===== src/pkg/imi_pkg.sv =====
// Constants and types shared by the interrupt mask and in-service block.
package imi_pkg;
   // Register byte addresses (low byte of each 16-bit mask word; +1 is its upper byte).
   localparam logic [31:0] IMI_ADDR_MASK_0   = 32'hFFFFF100;
   localparam logic [31:0] IMI_ADDR_MASK_1   = 32'hFFFFF102;
   localparam logic [31:0] IMI_ADDR_MASK_2   = 32'hFFFFF104;
   localparam logic [31:0] IMI_ADDR_MASK_3   = 32'hFFFFF106;
   localparam logic [31:0] IMI_ADDR_MASK_4   = 32'hFFFFF108;
   localparam logic [31:0] IMI_ADDR_INSERV   = 32'hFFFFF1FA;
   // Geometry.
   localparam int          IMI_NUM_WORDS     = 5;
   localparam int          IMI_NUM_SRC       = 80;
   localparam int          IMI_NUM_LEVELS    = 8;
   // Reset values.
   localparam logic [15:0] IMI_MASK_RESET    = 16'hFFFF;
   localparam logic [7:0]  IMI_INSERV_RESET  = 8'h00;
   // Bits that have no source behind them; they stay at one.
   localparam logic [79:0] IMI_ABSENT_BITS   = {16'hFC00, 16'h01E0, 16'h00F0, 16'h0000, 16'h0000};
   // Access size codes on the register port.
   typedef enum logic [1:0] {
      IMI_SIZE_BYTE,
      IMI_SIZE_HALF,
      IMI_SIZE_BIT
   } imi_size_t;
endpackage


===== src/verilog/imi_inservice.sv =====
// In-service level tracker: set on acknowledge, highest-priority (lowest set) level cleared on return.
`timescale 1ns/1ps
module imi_inservice
   import imi_pkg::*;
(
   input  wire logic       sys_clk,    // System clock.
   input  wire logic       nrst,       // Asynchronous reset, active low.
   input  wire logic       ack,        // Maskable acknowledge pulse.
   input  wire logic [2:0] ack_level,  // Priority level of acknowledged source.
   input  wire logic       ret,        // Return from maskable servicing.
   output logic      [7:0] levels      // In-service level bits.
);
   logic [7:0] clr_vec;

   // Level 0 is highest priority, so the lowest set bit is cleared.
   always_comb begin
      clr_vec = 8'h00;
      for (int i = IMI_NUM_LEVELS - 1; i >= 0; i--) begin
         if (levels[i]) begin
            clr_vec = 8'h01 << i;
         end
      end
   end

   // Set wins over clear so an acknowledge in a return cycle is kept.
   always_ff @(posedge sys_clk or negedge nrst) begin
      if (!nrst) begin
         levels <= IMI_INSERV_RESET;
      end else begin
         levels <= (levels & ~(ret ? clr_vec : 8'h00))
                   | (ack ? (8'h01 << ack_level) : 8'h00);
      end
   end
endmodule


===== src/verilog/imi_pick.sv =====
// Picks the highest-priority unmasked pending request.
`timescale 1ns/1ps
module imi_pick
   import imi_pkg::*;
#(
   parameter int NSRC = IMI_NUM_SRC  // Number of request sources.
)(
   input  wire logic [NSRC-1:0]   pend,    // Pending request flags.
   input  wire logic [NSRC-1:0]   mask,    // Mask bits, one masks.
   input  wire logic [3*NSRC-1:0] prio,    // Three-bit priority per source.
   output logic                   valid,   // A request is presentable.
   output logic [6:0]             src,     // Chosen source index.
   output logic [2:0]             level    // Chosen source level.
);
   // Lower level value wins; on a tie the lower index wins.
   always_comb begin
      valid = 1'b0;
      src   = 7'h00;
      level = 3'h7;
      for (int i = 0; i < NSRC; i++) begin
         if (pend[i] && !mask[i] && (!valid || prio[3*i +: 3] < level)) begin
            valid = 1'b1;
            src   = 7'(i);
            level = prio[3*i +: 3];
         end
      end
   end
endmodule


===== src/verilog/imi_top.sv =====
// Mask bank, acknowledge path and in-service register of the interrupt controller.
// What this block does
// Mask bank shares storage with source control.
// Mask words readable and writable as halfwords.
// Upper and lower bytes separately byte/bit accessible.
// Upper byte bits 0-7 are word bits 8-15.
// Mask words reset to all ones.
// Mask zero allows, mask one blocks servicing.
// Software keeps absent bits written as one.
// Acknowledge sets the request's level bit.
// Return clears only highest-priority set level.
// Non-maskable or exception return leaves levels alone.
// In-service register read-only, byte or bit.
// In-service register resets to zero.
// Software should disable interrupts before reading levels.
// Acknowledge sets the maskable block flag.
// Three-bit source priority selects in-service bit.
// Absent source bits read one, stay masked.
// Masked requests stay pending, never presented.
`timescale 1ns/1ps
module imi_top
   import imi_pkg::*;
#(
   parameter int NSRC = IMI_NUM_SRC  // Number of mask bits across all words.
)(
   input  wire logic              sys_clk,        // System clock, 100 MHz.
   input  wire logic              nrst,           // Asynchronous reset, active low.
   // Register port.
   input  wire logic [31:0]       reg_addr,       // Byte address.
   input  wire logic [15:0]       reg_wdata,      // Write data, byte data in low bits.
   input  wire logic              reg_wr,         // Write strobe.
   input  wire logic              reg_rd,         // Read strobe.
   input  wire imi_size_t         reg_size,       // Access size.
   input  wire logic [2:0]        reg_bitsel,     // Bit number for single-bit access.
   output logic      [15:0]       reg_rdata,      // Read data, one cycle after strobe.
   // Per-source control register view of each mask bit.
   input  wire logic [NSRC-1:0]   src_mask_wr,    // Write strobe per source mask bit.
   input  wire logic [NSRC-1:0]   src_mask_wdata, // Value written through control view.
   output logic      [NSRC-1:0]   source_mask_bit,// Shared mask storage.
   // Requests and priorities.
   input  wire logic [NSRC-1:0]   src_pending,    // Pending flags from sources.
   input  wire logic [3*NSRC-1:0] src_prio,       // Three-bit priority per source.
   // CPU core side.
   input  wire logic              cpu_ack,        // Core takes the presented request.
   input  wire logic              cpu_return_from_interrupt,       // Return from interrupt executed.
   input  wire logic              cpu_ret_exc,    // That return ends NMI or exception.
   input  wire logic              cpu_set_block,  // Disable instruction.
   input  wire logic              cpu_clr_block,  // Enable instruction.
   output logic                   irq_valid,      // Request presented for acknowledge.
   output logic      [6:0]        irq_src,        // Presented source index.
   output logic      [2:0]        irq_level,      // Presented priority level.
   output logic                   ack_taken,      // Pulse: request acknowledged.
   output logic      [6:0]        ack_src,        // Source that was acknowledged.
   output logic                   maskable_block_flag, // Blocks maskable acknowledge.
   output logic      [7:0]        in_service_levels    // Levels under service.
);
   // Refuse a mask width that the five-word register map cannot address.
   if (NSRC != 16 * IMI_NUM_WORDS) begin
      $error("imi_top: NSRC must equal sixteen times the mask word count");
   end

   logic [NSRC-1:0] next_mask;
   logic            cand_valid;
   logic [6:0]      cand_src;
   logic [2:0]      cand_level;
   logic            ack_ok;
   logic [2:0]      hit_word;
   logic            hit_mask;
   logic            hit_upper;
   logic            hit_inserv;
   logic [15:0]     next_rdata;

   // Decodes a byte address onto a mask word; used by both read and write paths.
   function automatic logic [3:0] decode_mask(input logic [31:0] a);
      decode_mask = 4'h0;
      for (int w = 0; w < IMI_NUM_WORDS; w++) begin
         if (a[31:1] == IMI_ADDR_MASK_0[31:1] + 31'(w)) begin
            decode_mask = {1'b1, 3'(w)};
         end
      end
   endfunction

   // Address decode shared by reads and writes.
   always_comb begin
      logic [3:0] dec;
      dec        = decode_mask(reg_addr);
      hit_mask   = dec[3];
      hit_word   = dec[2:0];
      hit_upper  = reg_addr[0];
      hit_inserv = (reg_addr == IMI_ADDR_INSERV);
   end

   // Next mask value: register port first, then control-register view.
   always_comb begin
      logic [15:0] cur;
      logic [15:0] upd;
      next_mask = source_mask_bit;
      cur       = 16'h0000;
      upd       = 16'h0000;
      if (reg_wr && hit_mask) begin
         cur = source_mask_bit[16*hit_word +: 16];
         upd = cur;
         unique case (reg_size)
            IMI_SIZE_HALF: upd = reg_wdata;
            IMI_SIZE_BYTE: begin
               if (hit_upper) upd[15:8] = reg_wdata[7:0];
               else           upd[7:0]  = reg_wdata[7:0];
            end
            IMI_SIZE_BIT: upd[{hit_upper, reg_bitsel}] = reg_wdata[0];
            default: upd = cur;
         endcase
         next_mask[16*hit_word +: 16] = upd;
      end
      // Control-register writes land in the same storage bits.
      for (int i = 0; i < NSRC; i++) begin
         if (src_mask_wr[i]) next_mask[i] = src_mask_wdata[i];
      end
      next_mask = next_mask | IMI_ABSENT_BITS;
   end

   // Shared mask storage; absent bits are forced to one so they never unmask.
   always_ff @(posedge sys_clk or negedge nrst) begin
      if (!nrst) begin
         source_mask_bit <= {IMI_NUM_WORDS{IMI_MASK_RESET}};
      end else begin
         source_mask_bit <= next_mask;
      end
   end

   // Highest-priority unmasked pending source.
   imi_pick #(.NSRC(NSRC)) u_pick (
      .pend  (src_pending),
      .mask  (source_mask_bit),
      .prio  (src_prio),
      .valid (cand_valid),
      .src   (cand_src),
      .level (cand_level)
   );

   // Presentation is gated by the block flag so a serviced request cannot nest.
   always_comb begin
      irq_valid = cand_valid && !maskable_block_flag;
      irq_src   = cand_src;
      irq_level = cand_level;
      ack_ok    = cpu_ack && irq_valid;
   end

   // Acknowledge report to the sources, registered.
   always_ff @(posedge sys_clk or negedge nrst) begin
      if (!nrst) begin
         ack_taken <= 1'b0;
         ack_src   <= 7'h00;
      end else begin
         ack_taken <= ack_ok;
         if (ack_ok) ack_src <= cand_src;
      end
   end

   // Block flag: starts set after reset; acknowledge or disable sets it, enable clears it.
   always_ff @(posedge sys_clk or negedge nrst) begin
      if (!nrst) begin
         maskable_block_flag <= 1'b1;
      end else if (ack_ok || cpu_set_block) begin
         maskable_block_flag <= 1'b1;
      end else if (cpu_clr_block) begin
         maskable_block_flag <= 1'b0;
      end
   end

   // In-service tracker; returns from NMI or exceptions do not clear a level.
   imi_inservice u_inserv (
      .sys_clk   (sys_clk),
      .nrst      (nrst),
      .ack       (ack_ok),
      .ack_level (cand_level),
      .ret       (cpu_return_from_interrupt && !cpu_ret_exc),
      .levels    (in_service_levels)
   );

   // Read mux; writes to the in-service address fall through with no effect.
   always_comb begin
      logic [15:0] word;
      logic [7:0]  sel;
      word       = source_mask_bit[16*hit_word +: 16];
      sel        = hit_upper ? word[15:8] : word[7:0];
      next_rdata = 16'h0000;
      if (hit_mask) begin
         unique case (reg_size)
            IMI_SIZE_HALF: next_rdata = word;
            IMI_SIZE_BYTE: next_rdata = {8'h00, sel};
            IMI_SIZE_BIT:  next_rdata = {15'h0000, sel[reg_bitsel]};
            default:       next_rdata = 16'h0000;
         endcase
      end else if (hit_inserv) begin
         unique case (reg_size)
            IMI_SIZE_BIT: next_rdata = {15'h0000, in_service_levels[reg_bitsel]};
            default:      next_rdata = {8'h00, in_service_levels};
         endcase
      end
   end

   // Read data holds only in the cycle after the read strobe.
   always_ff @(posedge sys_clk or negedge nrst) begin
      if (!nrst) begin
         reg_rdata <= 16'h0000;
      end else begin
         reg_rdata <= reg_rd ? next_rdata : 16'h0000;
      end
   end
endmodule

===== config.mk =====
export PLATFORM = sky130hd
export DESIGN_NAME = imi_top
export DESIGN_NICKNAME = d
export VERILOG_FILES = /design/src/pkg/imi_pkg.sv /design/src/verilog/imi_inservice.sv /design/src/verilog/imi_pick.sv /design/src/verilog/imi_top.sv
export SDC_FILE = /design/constraint.sdc
export NUM_CORES = 1
export LEC_CHECK = 0
export ABC_AREA = 1
export CORE_AREA = 10 10 253 255
export CTS_BUF_LIST = sky130_fd_sc_hd__clkbuf_2 sky130_fd_sc_hd__clkbuf_4 sky130_fd_sc_hd__clkbuf_8
export CTS_CLUSTER_SIZE = 12
export DETAILED_ROUTE_END_ITERATION = 8
export DIE_AREA = 0 0 263 265
export DONT_BUFFER_PORTS = 1
export GPL_ROUTABILITY_DRIVEN = 0
export GPL_TIMING_DRIVEN = 0
export PLACE_DENSITY = 0.43
export SYNTH_ARGS = -nofsm -noshare
export SYNTH_HDL_FRONTEND = slang
export SYNTH_HIERARCHICAL = 1
export SYNTH_SLANG_ARGS = --single-unit

===== constraint.sdc =====
create_clock -name sys_clk -period 141.9 [get_ports sys_clk]
set_clock_uncertainty 0.1 [all_clocks]
set_input_delay 14.19 -clock sys_clk [delete_from_list [all_inputs] [get_ports sys_clk]]
set_output_delay 14.19 -clock sys_clk [all_outputs]
set_load 0.05 [all_outputs]

==> flow_summary.yaml <==
status:
  status: "finished, final reports clean"
global_routing:
  antenna_found_initial: 14
  grt.total_usage_pct: 25.6
  grt_max_degree: 100
  grt_pass1_wl_um: 136000
  grt-ovfl-total: 0
  grt_pass1_vias: 21500
synthesis:
  syn-mean-instance-area_um2: 5.38
  synth-async-reset-ratio_pct: 100
  yosysMostFrequentCell: "nand2_1"
  synth_area_leaders: "nand2_1 23%, nand3_1 15%, inv_1 11%, dfstp_2 9.0%, nand2_4 7.9%"
  synth_flop_cell: "dfstp_2"
  ys_seq_area_share_pct: 13.1
  ys_types: 48
  yosysTopAreaCellShare_pct: 22.8
  ys_ff_latch: 99
  ys_warn_count: 6
  yosysTopAreaCell: "nand2_1"
  yosys-top-cells-count: "1190 x nand2_1, 604 x nand3_1, 595 x inv_1"
  synth_edf_count: 0
  netlist_instances: 3644
  syn_area_um2: 19600
setup_path:
  arrival_ns: 80.03
  cpMaxStageDelayCell: "o21ai_0"
  critPathRequiredTime_ns: 127.61
  worst-path-max-fanout: 10
  end_kind: "primary output"
  crit_type: "in -> out"
  cp_common_cell: "nand2_1"
  slowest_delay_ns: 0.42
  startpoint_type: "input pin"
drt:
  dr_wl_met2_um: 47400
  vias: 22700
  routed.top_layer: "met5"
  drtAntennaViolNets: 0
  routedWlPerCell_um: 21.2
  dr.pass1.iters: 6
  via_per_inst: 5.08
  remaining_drc_errors: 0
  met1_length_um: 37300
  initialDrtViolationCount: 1793
  met3_length_um: 8490
  wl_um: 95000
timing:
  tns_ns: 0
  tightest_slew_ns: 1.35
  fin_crit_ns: 94.32
  slew_headroom_pct: 9.81
  rsz0062_at_grt: "false"
  timing.fmax_mhz: 10.6
  final_hold_viol_count: 0
  setup_viol: 0
  maxSlewViolCount: 0
  fin_crit_sh_pct: 66.5
clock_tree:
  cts_sinks: 99
  ctsHoldBuffers: 0
  cts_tree: "built"
  clk_latency_ns: 0.47
  clock-root-buffer: "clkbuf_8"
  post_cts_buffers: 0
  ctsResizeCount: 0
  htree_levels: 3
  cts_inserted_buffers: 9
  path_clk_slew_ns: 0.11
  cts.path.max_buffers: 2
floorplan:
  ioPinCount: 666
  die_h_um: 265
  dieArea_um2: 69700
  core.rowCount: 89
  die_x_um: 263
  design.core.area_um2: 58800
  initial_core_util_pct: 33.3
placement:
  dpl.hpwl_um: 83900
  place_area_um2: 20700
  numPortBuffers: 0
finish:
  final_util_pct: 35.6
  finalInstanceArea_um2: 20900
  drive_above_1_share_pct: 10.8
  nNetsFinal: 4309
  areaGrowthSynthToFinish_pct: 6.69
run:
  cap_violations: 0
hold_path:
  hold_class: "reg -> reg"
## registers in the layout, indices dropped and copies added (netlist names)
name and count:
ack_src 7, ack_taken 1, maskable_block_flag 1, reg_rdata 16, source_mask_bit 66, u_inserv/levels 8
## layer usage
layer	vias up	global-route usage, %
li1	11500	-
met1	10400	29.2
met2	735	46.3
met3	85	7.61
met4	10	5.50
met5	-	0
## worst max-delay path, delay by kind of cell
| kind | cells | cell delay, ns |
|---|---|---|
| AOI/OAI and AO/OA | 78 | 19.02 |
| adders and majority gates | 64 | 18.30 |
| and+or+nand+nor | 340 | 25.01 |
| buffers and inverters | 66 | 3.39 |
## through the flow
stage / setup WS [ns] / cells / hold slack (ns)
after floorplan: 56.86 / 3673 / 0.515
after global placement: 48.24 / 4446 / 0.560
after detailed placement: 47.65 / 4446 / 0.564
after CTS: 47.46 / 4462 / 0.585
after global routing: 40.03 / 4470 / 0.596
final: 47.58 / 4473 / 0.575
## layout make-up
cell class	count	area, um^2
flip-flops and latches	99	2560
plain buffers	48	288
multi-input cells	2834	14300
diodes	11	27.5
well taps	773	967
fillers	6758	37900
inverters	692	2600
clock buffers	9	124
clock inverters	7	83.8
## cells in the final DEF (no fill, tap or decap), types with 30 or more instances in the layout
cell	count
ha_1	83
nand2_2	91
dfrtp_1	32
conb_1	30
a21oi_1	36
nand2_1	1190
nand2_4	137
o21ai_0	119
inv_1	595
nand3_1	604
nand4_1	48
dfstp_2	67
nor2_1	326
clkinv_1	79
## worst paths after layout
| check | from | endpoint | slack, ns | cells past startpoint |
|---|---|---|---|---|
| worst max-delay path | src_pending[0] | irq_level[2] | 47.58 | 548 |
| worst min-delay path | source_mask_bit[22]$_DFFE_PN1P_ | source_mask_bit[22]$_DFFE_PN1P_ | 0.57 | 2 |
| worst max register to register | source_mask_bit[0]$_DFFE_PN1P_ | u_inserv/levels[1]$_DFF_PN0_ | 74.59 | 552 |
| worst min register to register | source_mask_bit[22]$_DFFE_PN1P_ | source_mask_bit[22]$_DFFE_PN1P_ | 0.57 | 2 |
| max in group asynchronous | nrst | source_mask_bit[18]$_DFFE_PN1P_ | 128.16 | 0 |
| min in group asynchronous | nrst | u_inserv/levels[5]$_DFF_PN0_ | 13.30 | 0 |
## kinds of logic (layout without fill, tap and decap cells)
family,Yosys count,after routing,share of synthesized area [%]
AND/OR/NAND/NOR,2452,2452,58.9
buffers and inverters,740,756,14.7
AO/OA/AOI/OAI,269,269,8.01
flip-flops,99,99,13.1
adder cells (fa/ha/maj),83,83,5.30
other,1,41,0.0191
Power is not shown: default switching activity piles up to over one toggle a cycle in this logic, so the estimate is an artifact.
